**src/include/sbx_pkg.sv**
```systemverilog
// Purpose: Shared constants for the serial bus port expander.
// Assumes: System clock ref_clk at 100 MHz; bus pins are oversampled.
// Notes:   The fixed address nibble is arbitrary and set per variant.
package sbx_pkg;

    // System clock period in nanoseconds.
    localparam int unsigned SBX_CLK_PERIOD_NS = 10;

    // Number of port lines.
    localparam int unsigned SBX_PORT_WIDTH = 8;

    // Bits per byte on the serial bus.
    localparam int unsigned SBX_BYTE_BITS = 8;

    // Fixed upper address nibble; the value is arbitrary.
    localparam logic [3:0] SBX_FIXED_ADDR = 4'h4;

    // Reset value of the port latch: all lines high.
    localparam logic [7:0] SBX_PORT_RESET = 8'hFF;

    // Position of the direction bit in the address byte.
    localparam int unsigned SBX_RW_BIT = 0;

    // Largest delay from a port change to a valid alert, in nanoseconds.
    localparam int unsigned SBX_ALERT_VALID_NS = 4000;

    // Alert delay in clock cycles; a longest time rounds down.
    localparam int unsigned SBX_ALERT_VALID_CYC = SBX_ALERT_VALID_NS / SBX_CLK_PERIOD_NS;

    // Transfer states of the bus slave.
    typedef enum logic [2:0] {
        SBX_IDLE,
        SBX_ADDR,
        SBX_ADDR_ACK,
        SBX_WR_DATA,
        SBX_WR_ACK,
        SBX_RD_DATA,
        SBX_RD_ACK,
        SBX_IGNORE
    } sbx_state_t;

endpackage : sbx_pkg

```
**src/rtl/sbx_sync.sv**
```systemverilog
// Purpose: Two-stage synchroniser for a bundle of asynchronous inputs.
// Assumes: Each bit is an independent level.
// Notes:   The first stage feeds only the second stage.
module sbx_sync #(
    parameter int unsigned WIDTH = 1,
    parameter logic [WIDTH-1:0] RESET_VAL = '0
) (
    input  wire logic             ref_clk,
    input  wire logic             reset,
    input  wire logic [WIDTH-1:0] async_in,
    output logic      [WIDTH-1:0] sync_out
);

    // First capture stage, read only by the second stage.
    logic [WIDTH-1:0] meta;
    // Next values of both stages.
    logic [WIDTH-1:0] next_meta;
    logic [WIDTH-1:0] next_sync_out;

    // Shift the inputs through the two stages.
    always_comb
    begin
        next_meta     = async_in;
        next_sync_out = meta;
    end

    // Register both stages; reset loads the idle level.
    always_ff @(posedge ref_clk or posedge reset)
    begin
        if (reset)
        begin
            meta     <= RESET_VAL;
            sync_out <= RESET_VAL;
        end
        else
        begin
            meta     <= next_meta;
            sync_out <= next_sync_out;
        end
    end

endmodule // sbx_sync

```
**src/rtl/sbx_expander.sv**
```systemverilog
// Purpose: Serial bus slave giving eight quasi-bidirectional port lines.
// Assumes: scl and sda are oversampled by ref_clk; the master keeps bus timing.
// Notes:   Open-drain outputs use enables that are low while the pin is pulled.

// Functional notes
// - Each line is input or output, no direction.
// - Read returns current port levels.
// - Write latches each byte onto port.
// - Three select pins match low address bits.
// - Bus idles high; transfers start from idle.
// - Start is sda falling while scl high.
// - Stop is sda rising while scl high.
// - One bit per scl pulse, stable high.
// - Any bytes per frame, each acknowledged.
// - Slave acknowledges received bytes low.
// - Master nack ends read; slave releases sda.
// - Port input edge asserts low alert.
// - Return to original or access clears alert.
// - Read clears alert at ack after rise.
// - Write clears alert at ack after fall.
// - Change during ack pulse may be lost.
// - Later changes raise alert after next edge.
// - Other devices' accesses leave alert alone.
// - Power-on: lines high, weak pull-up only.
// - Writing high to a low line gives brief strong pull-up.
module sbx_expander
    import sbx_pkg::*;
#(
    parameter logic [3:0] FIXED_ADDR = SBX_FIXED_ADDR
) (
    input  wire logic       ref_clk,
    input  wire logic       reset,
    input  wire logic       scl,
    input  wire logic       sda_in,
    output logic            sda_out,
    output logic            sda_oe_n,
    input  wire logic       addr_select_bit0,
    input  wire logic       addr_select_bit1,
    input  wire logic       addr_select_bit2,
    input  wire logic [7:0] port_in,
    output logic      [7:0] port_out,
    output logic      [7:0] port_oe_n,
    output logic      [7:0] port_strong_pu,
    output logic            alert_out,
    output logic            alert_oe_n
);

    // Synchronised copies of all pins from outside the clock domain.
    logic       scl_s;
    logic       sda_s;
    logic [2:0] sel_s;
    logic [7:0] port_s;

    // Bus pins idle high after reset.
    sbx_sync #(.WIDTH(2), .RESET_VAL(2'h3)) u_bus_sync (
        .ref_clk  (ref_clk),
        .reset    (reset),
        .async_in ({scl, sda_in}),
        .sync_out ({scl_s, sda_s})
    );

    // Select pins and port lines; port lines idle high as the latch does.
    sbx_sync #(.WIDTH(11), .RESET_VAL(11'h7FF)) u_pin_sync (
        .ref_clk  (ref_clk),
        .reset    (reset),
        .async_in ({addr_select_bit2, addr_select_bit1, addr_select_bit0, port_in}),
        .sync_out ({sel_s, port_s})
    );

    // Bus sampling state and transfer control.
    sbx_state_t state;               // Transfer state.
    sbx_state_t next_state;
    logic       scl_d;               // Previous scl sample for edge detection.
    logic       sda_d;               // Previous sda sample for start and stop.
    logic [7:0] shift;               // Receive or transmit shift register.
    logic [7:0] next_shift;
    logic [3:0] bit_cnt;             // Bits of the current byte seen so far.
    logic [3:0] next_bit_cnt;
    logic       sda_low;             // Registered open-drain pull on sda.
    logic       next_sda_low;
    logic [7:0] port_latch;          // Latched output data.
    logic [7:0] next_port_latch;
    logic [7:0] strong_pu;           // Strong pull-up enables.
    logic [7:0] next_strong_pu;
    logic       alert;               // Alert pending, active high inside.
    logic       next_alert;
    logic [7:0] ref_level;           // Port levels at the last clear.
    logic [7:0] next_ref_level;
    logic       alert_clr;           // Clear request from an own-port access.
    logic [2:0] clr_hold;            // Re-arm window that covers the synchroniser delay.
    logic [2:0] next_clr_hold;

    // Edge and condition decode of the synchronised bus lines.
    logic scl_rise;
    logic scl_fall;
    logic start_cond;
    logic stop_cond;
    assign scl_rise   = scl_s & ~scl_d;
    assign scl_fall   = ~scl_s & scl_d;
    assign start_cond = scl_s & scl_d & sda_d & ~sda_s;
    assign stop_cond  = scl_s & scl_d & ~sda_d & sda_s;

    // Address match on the completed address byte.
    function automatic logic addr_hit(input logic [7:0] a, input logic [2:0] sel,
                                      input logic [3:0] fixed);
        addr_hit = (a[7:4] == fixed) && (a[3:1] == sel);
    endfunction

    // Bus slave: shift bits on scl rising, drive sda on scl falling.
    always_comb
    begin
        next_state      = state;
        next_shift      = shift;
        next_bit_cnt    = bit_cnt;
        next_sda_low    = sda_low;
        next_port_latch = port_latch;
        next_strong_pu  = strong_pu;
        alert_clr       = 1'b0;
        if (scl_fall)
        begin
            next_strong_pu = 8'h00;
        end
        if (start_cond)
        begin
            // A start, repeated or not, always restarts address reception.
            next_state   = SBX_ADDR;
            next_bit_cnt = 4'h0;
            next_sda_low = 1'b0;
        end
        else if (stop_cond)
        begin
            next_state   = SBX_IDLE;
            next_sda_low = 1'b0;
        end
        else
        begin
            case (state)
                SBX_IDLE, SBX_IGNORE:
                begin
                    // Foreign traffic touches nothing here.
                    next_sda_low = 1'b0;
                end
                SBX_ADDR, SBX_WR_DATA:
                begin
                    if (scl_rise)
                    begin
                        // One bit per scl pulse, sampled while high.
                        next_shift   = {shift[6:0], sda_s};
                        next_bit_cnt = bit_cnt + 4'h1;
                    end
                    if (scl_fall && bit_cnt == 4'(SBX_BYTE_BITS))
                    begin
                        next_bit_cnt = 4'h0;
                        if (state == SBX_ADDR)
                        begin
                            if (addr_hit(shift, sel_s, FIXED_ADDR))
                            begin
                                next_state   = SBX_ADDR_ACK;
                                next_sda_low = 1'b1;
                            end
                            else
                            begin
                                next_state = SBX_IGNORE;
                            end
                        end
                        else
                        begin
                            // Latch each byte and drive it out.
                            next_state      = SBX_WR_ACK;
                            next_sda_low    = 1'b1;
                            next_port_latch = shift;
                            next_strong_pu  = shift & ~port_latch;
                            alert_clr       = 1'b1;
                        end
                    end
                end
                SBX_ADDR_ACK, SBX_WR_ACK:
                begin
                    if (scl_fall)
                    begin
                        next_sda_low = 1'b0;
                        if (state == SBX_ADDR_ACK && shift[SBX_RW_BIT])
                        begin
                            // Sample port levels and present the first bit.
                            next_state   = SBX_RD_DATA;
                            next_shift   = {port_s[6:0], 1'b1};
                            next_sda_low = ~port_s[7];
                        end
                        else
                        begin
                            next_state = SBX_WR_DATA;
                        end
                    end
                end
                SBX_RD_DATA:
                begin
                    if (scl_rise)
                    begin
                        next_bit_cnt = bit_cnt + 4'h1;
                    end
                    if (scl_fall)
                    begin
                        if (bit_cnt == 4'(SBX_BYTE_BITS))
                        begin
                            // Release sda for the master's acknowledge.
                            next_state   = SBX_RD_ACK;
                            next_sda_low = 1'b0;
                            next_bit_cnt = 4'h0;
                        end
                        else
                        begin
                            next_sda_low = ~shift[7];
                            next_shift   = {shift[6:0], 1'b1};
                        end
                    end
                end
                SBX_RD_ACK:
                begin
                    if (scl_rise)
                    begin
                        alert_clr = 1'b1;
                        if (sda_s)
                        begin
                            // Nack: stay released until stop.
                            next_state = SBX_IGNORE;
                        end
                    end
                    if (scl_fall)
                    begin
                        // Ack seen: resample port for the next byte.
                        next_state   = SBX_RD_DATA;
                        next_shift   = {port_s[6:0], 1'b1};
                        next_sda_low = ~port_s[7];
                    end
                end
                default:
                begin
                    next_state = SBX_IDLE;
                end
            endcase
        end
    end

    // Change alert: set on a difference from the reference on a released line, cleared on access.
    always_comb
    begin
        next_ref_level = ref_level;
        next_alert     = alert;
        next_clr_hold  = {clr_hold[1:0], alert_clr};
        if (alert_clr || (clr_hold != 3'h0))
        begin
            // Re-arm against the present levels until lines that a write released have
            // crossed the synchroniser, so the write itself raises no alert; a change
            // inside this short window is lost.
            next_ref_level = port_s;
            next_alert     = 1'b0;
        end
        else
        begin
            // Lines driven low are outputs; only released lines act as inputs.
            next_alert = |((port_s ^ ref_level) & port_latch);
        end
    end

    // Register all state; power-on leaves lines high and weakly held.
    always_ff @(posedge ref_clk or posedge reset)
    begin
        if (reset)
        begin
            state      <= SBX_IDLE;
            scl_d      <= 1'b1;
            sda_d      <= 1'b1;
            shift      <= 8'h00;
            bit_cnt    <= 4'h0;
            sda_low    <= 1'b0;
            port_latch <= SBX_PORT_RESET;
            strong_pu  <= 8'h00;
            alert      <= 1'b0;
            ref_level  <= SBX_PORT_RESET;
            clr_hold   <= 3'h0;
        end
        else
        begin
            state      <= next_state;
            scl_d      <= scl_s;
            sda_d      <= sda_s;
            shift      <= next_shift;
            bit_cnt    <= next_bit_cnt;
            sda_low    <= next_sda_low;
            port_latch <= next_port_latch;
            strong_pu  <= next_strong_pu;
            alert      <= next_alert;
            ref_level  <= next_ref_level;
            clr_hold   <= next_clr_hold;
        end
    end

    // Pin drive straight from flip-flops; enables low while pulling low.
    always_ff @(posedge ref_clk or posedge reset)
    begin
        if (reset)
        begin
            sda_out        <= 1'b0;
            sda_oe_n       <= 1'b1;
            port_out       <= 8'h00;
            port_oe_n      <= 8'hFF;
            port_strong_pu <= 8'h00;
            alert_out      <= 1'b0;
            alert_oe_n     <= 1'b1;
        end
        else
        begin
            sda_out        <= 1'b0;
            sda_oe_n       <= ~next_sda_low;
            port_out       <= 8'h00;
            port_oe_n      <= next_port_latch;
            port_strong_pu <= next_strong_pu;
            alert_out      <= 1'b0;
            alert_oe_n     <= ~next_alert;
        end
    end

endmodule // sbx_expander

```
**config.mk**
```make
export PLATFORM = sky130hd
export DESIGN_NAME = sbx_expander
export DESIGN_NICKNAME = d
export VERILOG_FILES = /design/src/include/sbx_pkg.sv /design/src/rtl/sbx_sync.sv /design/src/rtl/sbx_expander.sv
export SDC_FILE = /design/constraint.sdc
export NUM_CORES = 1
export LEC_CHECK = 0
export BUFFER_PORTS_ARGS = -buffer_cell sky130_fd_sc_hd__buf_2
export CORE_MARGIN = 2
export CORE_UTILIZATION = 45
export CTS_CLUSTER_SIZE = 28
export DETAILED_ROUTE_END_ITERATION = 8
export GPL_TIMING_DRIVEN = 0
export HOLD_SLACK_MARGIN = 0.05
export PLACE_DENSITY_LB_ADDON = 0.2
export REMOVE_ABC_BUFFERS = 1
export SLEW_MARGIN = 5
export SYNTH_ARGS = -nofsm -noshare
export SYNTH_HDL_FRONTEND = slang
export SYNTH_SLANG_ARGS = --single-unit
export TNS_END_PERCENT = 10
```
**constraint.sdc**
```tcl
create_clock -name ref_clk -period 2.26 [get_ports ref_clk]
set_input_delay 0.452 -clock ref_clk [delete_from_list [all_inputs] [get_ports ref_clk]]
set_output_delay 0.452 -clock ref_clk [all_outputs]
set_load 0.02 [all_outputs]
```
==> metrics.csv, run 1 <==
metric,value,unit
outcome,finished clean,
grt ovf,0,
"Primary FF master, synth",dfstp_2,
die height,90.5,um
CTS sink count,73,
asr flop ratio synth,100,%
slew margin rel.,57.8,%
Clock Pin Slew Worst Setup and Hold Paths,0.09,ns
FP Rows,31,
die width,90.5,um
final setup violation count,0,
Tightest Hold Check Type,input pin to register,
core area,7250,um2
crit path max fanout,13,
pin count of the biggest net entering global routing,57,
vias,2119,
Max Slew Vio Count,0,
Final Cycle Share,96.2,%
First-pass DRT Iterations,4,
Slowest cell on crit path,dfstp_2,
fmax,0.460,GHz
Critical Path RT,2.49,ns
worst setup slack after layout,0.0850,ns
CP Launch Type,register,
Num CTS Buffers,9,
TritonCTS clock tree,yes,
area post-placement,3580,um2
num ports,43,
layout cells sized above 1,46.7,%
# nets final,319,
"Clk Latency, worst-skew pair",0.35,ns
skew final,0.00804,ns
dpl hpwl,4130,um
H-tree depth,3,
Avg WL per Cell,15.5,um
GP Congestion,0.793,
ANT cells,0,
Min-Delay Path Depth,1,
Yosys reg bits,73,
RSZ-0062 raised after global routing,yes,
fin crit period,2.17,ns
Yosys Warn Count,0,
pre-CTS setup slack,-0.269,ns
Tot GR Track Use,16.9,%
vias in the first global route,2140,
final hold viol count,0,
CP peak stage delay,0.56,ns
via/cell ratio,5.26,
Port Buffer Count,32,
Post-synth EDFFs,0,
Post-Syn Area,3370,um2
Worst VDD drop,0.477,mV
initial core utilization,46.5,%
initial antenna violation count,0,
Layout Area Growth over Synthesis,15.2,%
clock tree buffer depth,2,
Worst R2R Path Depth,7,
syn avg cell area,13.0,um2
sequential-to-total area share from yosys stat,55.9,%
Post-Synthesis Cells,259,
clk root buf,clkbuf_8,
PwrDens,1150,nW/um2
Die Area,8200,um2
total wire length,6230,um
CP Capture Type,register,
initial DRC count,173,
final instance area,3880,um2
slew at the pin closest to its max-slew limit,0.632,ns
first-pass GRT wire length,10800,um
Max-Cap Viols,0,
Crit path arrival time,2.41,ns
critical path class,register to register,
"Cell Chain, Critical Path","inv_1, ha_4, or3b_1, o2bb2ai_2, o2111ai_4, buf_12, mux2_2",
DRC Markers,0,
Static Leak,0.00168,uW
Yosys cell types,59,
Antenna Violating Nets Remaining,0,
cell type report:
class	instances	area (um2)
tap	99	124
clock inverter	6	53.8
fill	653	3370
inverter	14	58.8
timing repair buffer	38	253
multi-input combinational	163	1360
clock buffer	10	149
sequential	73	1880
synth_stat cells, types with 2 or more instances:
| cell type | n | area, um2 |
|---|---|---|
| ha_1 | 5 | 62.6 |
| dfstp_2 | 46 | 1210 |
| nand4_1 | 2 | 12.5 |
| buf_2 | 3 | 15.0 |
| a31o_2 | 2 | 17.5 |
| a21bo_2 | 2 | 20.0 |
| nand3b_1 | 3 | 22.5 |
| o21ai_0 | 7 | 35.0 |
| xor2_1 | 9 | 78.8 |
| mux2_1 | 2 | 22.5 |
| dfrtp_1 | 27 | 676 |
| a22o_1 | 3 | 26.3 |
| and2_1 | 2 | 12.5 |
| a221oi_1 | 2 | 17.5 |
| and3b_1 | 3 | 26.3 |
| buf_4 | 13 | 97.6 |
| nor2b_1 | 2 | 12.5 |
| xnor2_1 | 3 | 26.3 |
| nand2_1 | 5 | 18.8 |
| o2bb2ai_1 | 8 | 70.1 |
| mux2_2 | 26 | 293 |
| nor2_1 | 3 | 11.3 |
| a211oi_1 | 2 | 15.0 |
| or3_1 | 3 | 18.8 |
| buf_6 | 2 | 22.5 |
| a21oi_1 | 9 | 45.0 |
| nor3_1 | 3 | 15.0 |
| o21bai_1 | 3 | 22.5 |
| inv_1 | 13 | 48.8 |
| o32ai_1 | 4 | 35.0 |
| mux2i_1 | 3 | 30.0 |
| nand2b_1 | 8 | 50.1 |
| a21o_1 | 3 | 22.5 |
| o211ai_1 | 2 | 15.0 |
| a21boi_0 | 2 | 15.0 |
logic make-up (layout without fill, tap and decap cells):
kind of cell	Yosys count	in the layout	share of synthesized area (%)
flip-flops	73	73	55.9
AO/OA/AOI/OAI	64	64	15.4
AND/OR/NAND/NOR	41	41	7.80
buffers and inverters	32	68	5.57
multiplexers	31	31	10.2
XOR/XNOR	12	12	3.12
adder cells (fa/ha/maj)	5	5	1.86
other	1	10	0.111
timing repair:
action                                 in CTS  in global routing
endpoints found under the hold margin       8                  0
setup endpoints to repair                  36                 13
pin swaps                                   2                  2
hold buffers                                1                  0
resized for setup                           3                  3
setup buffers                               4                  0
path summary, 6_finish.rpt:
path / startpoint / end / slack [ns]
max: u_bus_sync.sync_out[1] / shift[6] / 0.09
min in group asynchronous: reset / state[0] / 0.59
min: port_in[3] / u_pin_sync.meta[3] / 0.19
max reg2reg: u_bus_sync.sync_out[1] / shift[6] / 0.09
min reg2reg: u_pin_sync.meta[5] / u_pin_sync.sync_out[5] / 0.36
max in group asynchronous: reset / u_pin_sync.sync_out[6] / 1.08
worst max-delay path: cells and delay by family (launching register included):
family / cells / cell delay (ns)
buf+inv: 2 / 0.22
mux: 1 / 0.33
fa+ha+maj: 1 / 0.22
flops: 1 / 0.56
simple gates: 1 / 0.38
compound gates: 2 / 0.36
sequential cells by signal, indices dropped and copies added, names as in the netlist:
register	cells
port_strong_pu	8
u_pin_sync.meta	11
bit_cnt	4
shift	8
ref_level	8
u_bus_sync.sync_out	2
clr_hold	3
u_bus_sync.meta	2
sda_oe_n	1
sda_d	1
alert_oe_n	1
u_pin_sync.sync_out	11
port_oe_n	8
state	3
sda_low	1
scl_d	1
cells in the final DEF (no fill, tap or decap), types with 3 or more instances in the layout:
| master | n |
|---|---|
| dfstp_2 | 46 |
| buf_2 | 32 |
| dfrtp_1 | 27 |
| mux2_2 | 26 |
| inv_1 | 11 |
| conb_1 | 10 |
| xor2_1 | 9 |
| a21oi_1 | 9 |
| clkbuf_8 | 9 |
| nand2b_1 | 8 |
| o2bb2ai_1 | 7 |
| o21ai_0 | 6 |
| nand2_1 | 5 |
| o32ai_1 | 4 |
| ha_1 | 4 |
| nand3b_1 | 3 |
| nor3_1 | 3 |
| nor2_1 | 3 |
| and3b_1 | 3 |
| o21bai_1 | 3 |
| a21o_1 | 3 |
| xnor2_1 | 3 |
| a22o_1 | 3 |
| or3_1 | 3 |
| mux2i_1 | 3 |
| inv_6 | 3 |
metrics by stage:
| stage | util, % | instances | TNS [ns] | hold WS (ns) | total power (uW) |
|---|---|---|---|---|---|
| final | 53.5 | 403 | 0 | 0.190 | 4450 |
| after global routing | 53.5 | 403 | -0.0254 | 0.161 | 4770 |
| after CTS | 53.4 | 403 | 0 | 0.170 | 4480 |
| after detailed placement | 49.4 | 382 | -5.92 | 0.347 | 3300 |
| after global placement | 49.0 | 381 | -40.29 | 0.345 | 3260 |
| after floorplan | - | 250 | 0 | 0.345 | 2980 |
report_power, final:
group / total (uW) / leakage [uW] / switching, uW / internal, uW
Combinational: 1480 / 0.000746 / 684 / 799
Clock: 1020 / 0.000101 / 537 / 486
Sequential: 1940 / 0.000830 / 323 / 1620
Total: 4450 / 0.00168 / 1540 / 2910
per-layer routing:
metal / global-route usage [%] / share of wire (%) / vias to the layer above
met5: 0 / 0 / -
met2: 25.4 / 46 / 47
met4: 5.00 / 1.2 / 0
met1: 23.7 / 49 / 1065
met3: 5.01 / 3.6 / 6
li1: - / - / 1001
Power figures use the tool's default switching activity.
==> run 2: changes to the inputs <==
--- a/config.mk
+++ b/config.mk
@@ -8,6 +8,7 @@
 export BUFFER_PORTS_ARGS = -buffer_cell sky130_fd_sc_hd__buf_2
 export CORE_MARGIN = 2
 export CORE_UTILIZATION = 45
+export CTS_BUF_LIST = sky130_fd_sc_hd__clkbuf_16
 export CTS_CLUSTER_SIZE = 28
 export DETAILED_ROUTE_END_ITERATION = 8
 export GPL_TIMING_DRIVEN = 0
==> metrics.csv, run 2 (synthesized netlist as in run 1, its figures left out) <==
metric,value,unit,change
initial core utilization,46.5,%,unchanged
CP startpoint,u_bus_sync.sync_out[1],,
placed instance count,382,,unchanged
clock tree buffer depth,2,,unchanged
final hold viol count,0,,unchanged
slew at the pin closest to its max-slew limit,0.636,ns,+0.00385 ns
"Clk Latency, worst-skew pair",0.34,ns,about the same
crit path max fanout,13,,unchanged
total wire length,6320,um,+1.5%
Clock Pin Slew Worst Setup and Hold Paths,0.06,ns,-0.03 ns
Max-Cap Viols,0,,unchanged
vias in the first global route,2160,,+0.93%
biggest regs,"u_pin_sync.meta (11), u_pin_sync.sync_out (11)",,
First-pass DRT Iterations,4,,unchanged
Port Buffer Count,32,,unchanged
CP Capture Type,register,,
Critical path buffers and inverters,2,,unchanged
Worst R2R Path Depth,7,,unchanged
dpl hpwl,4130,um,unchanged
Final Non-Filler Cells,402,,-0.25%
Antenna Violating Nets Remaining,0,,unchanged
via/cell ratio,5.26,,+0.11%
vias,2116,,-0.14%
filler cell count,646,,-1.1%
slew margin rel.,57.6,%,-0.26 points
reg2reg start,u_bus_sync.sync_out[1],,
hold_ws,0.0565,ns,-0.134 ns
initial DRC count,156,,-9.8%
grt ovf,0,,unchanged
Post-CTS Hold Fix Bufs,0,,-1
Die Area,8200,um2,unchanged
CTS sink count,73,,unchanged
Worst VDD drop,0.529,mV,+11%
TritonCTS clock tree,yes,,
CP peak stage delay,0.55,ns,about the same
Max Slew Vio Count,0,,unchanged
PwrDens,1220,nW/um2,+6.7%
area post-placement,3580,um2,unchanged
"Cell Chain, Critical Path","inv_1, ha_4, or3b_1, o2bb2ai_2, o2111ai_4, buf_12, mux2_2",,
Static Leak,0.00172,uW,+2.5%
Layout Area Growth over Synthesis,17.9,%,
"most common cell after layout, fill and taps aside",dfstp_2,,
clk root buf,clkbuf_16,,
fmax,0.459,GHz,-0.18%
H-tree depth,3,,unchanged
outcome,finished clean,,
final instance area,3970,um2,+2.4%
most frequent cells in the layout,"46 x dfstp_2, 32 x buf_2, 27 x dfrtp_1",,
initial antenna violation count,0,,unchanged
die height,90.5,um,unchanged
worst setup slack after layout,0.0810,ns,-0.00397 ns
first-pass GRT wire length,11000,um,+1.3%
Crit path max-delay family,flip-flops,,
Slowest cell on crit path,dfstp_2,,
pin count of the biggest net entering global routing,57,,unchanged
core area,7250,um2,unchanged
# nets final,318,,-0.31%
Final Cycle Share,96.4,%,+0.18 points
WP depth,7,,unchanged
Reg2Reg Capture Point,shift[6],,
FP Rows,31,,unchanged
Num CTS Buffers,9,,unchanged
ANT cells,0,,unchanged
RSZ-0062 raised after global routing,yes,,
Tot GR Track Use,17.3,%,+0.40 points
final setup violation count,0,,unchanged
Critical Path RT,2.48,ns,about the same
fin util,54.8,%,+1.3 points
GP Congestion,0.793,,unchanged
CP Launch Type,register,,
DRC Markers,0,,unchanged
critical path endpoint,shift[6],,
"setup slack, reg-to-reg",0.08,ns,about the same
Avg WL per Cell,15.7,um,+1.8%
Tightest Hold Check Type,input pin to asynchronous set/reset pin,,
critical path class,register to register,,
layout cells sized above 1,46.9,%,+0.15 points
num ports,43,,unchanged
fin crit period,2.18,ns,+0.00397 ns
skew final,0.00780,ns,-0.000233 ns
pre-CTS setup slack,-0.269,ns,unchanged
Crit path arrival time,2.40,ns,about the same
die width,90.5,um,unchanged
## run 2: worst min-delay path by stage
stage,start,endpoint,slack (ns),cells past startpoint
finish,reset,bit_cnt[0],0.06,2
global route,reset,state[0],0.07,2
CTS,reset,state[0],0.05,2
detailed placement,u_pin_sync.meta[4],u_pin_sync.sync_out[4],0.35,0
global placement,u_pin_sync.meta[4],u_pin_sync.sync_out[4],0.35,0
floorplan,u_bus_sync.meta[0],u_bus_sync.sync_out[0],0.35,0
## run 2: final cells by class
| cell class | count | area [um2] | share of cell area (%) |
|---|---|---|---|
| Tap cell | 99 | 124 | 3.12 |
| Timing Repair Buffer | 37 | 243 | 6.11 |
| Sequential cell | 73 | 1880 | 47.4 |
| Clock buffer | 10 | 250 | 6.30 |
| Clock inverter | 6 | 53.8 | 1.35 |
| Multi-Input combinational cell | 163 | 1360 | 34.2 |
| Inverter | 14 | 58.8 | 1.48 |
## run 2: where the power goes
| part | leakage (uW) | total (uW) | internal (uW) | switching [uW] |
|---|---|---|---|---|
| Clock | 0.000147 | 1420 | 831 | 593 |
| Combinational | 0.000742 | 1480 | 798 | 686 |
| Sequential | 0.000830 | 1950 | 1620 | 327 |
| Total | 0.00172 | 4860 | 3250 | 1610 |
## run 2: repair_timing
item,CTS,global route
pin swaps,2,2
endpoints found under the setup margin,36,12
resized for setup,3,3
buffers inserted,4,0
## run 2: stage by stage
step / power, uW / setup TNS [ns]
after global routing: 5170 / -0.0311
after global placement: 3260 / -40.29
final: 4860 / 0
after CTS: 4890 / 0
after detailed placement: 3300 / -5.92
after floorplan: 2980 / 0
## run 2: metal layers
| metal | global-route usage, % | vias to the layer above | wire length (um) | part of all wire, % |
|---|---|---|---|---|
| met4 | 6.92 | 0 | 115 | 1.8 |
| li1 | - | 999 | - | - |
| met3 | 4.51 | 13 | 271 | 4.3 |
| met1 | 23.7 | 1052 | 3040 | 48 |
| met2 | 26.2 | 52 | 2900 | 46 |
| met5 | 0 | - | 0 | 0 |
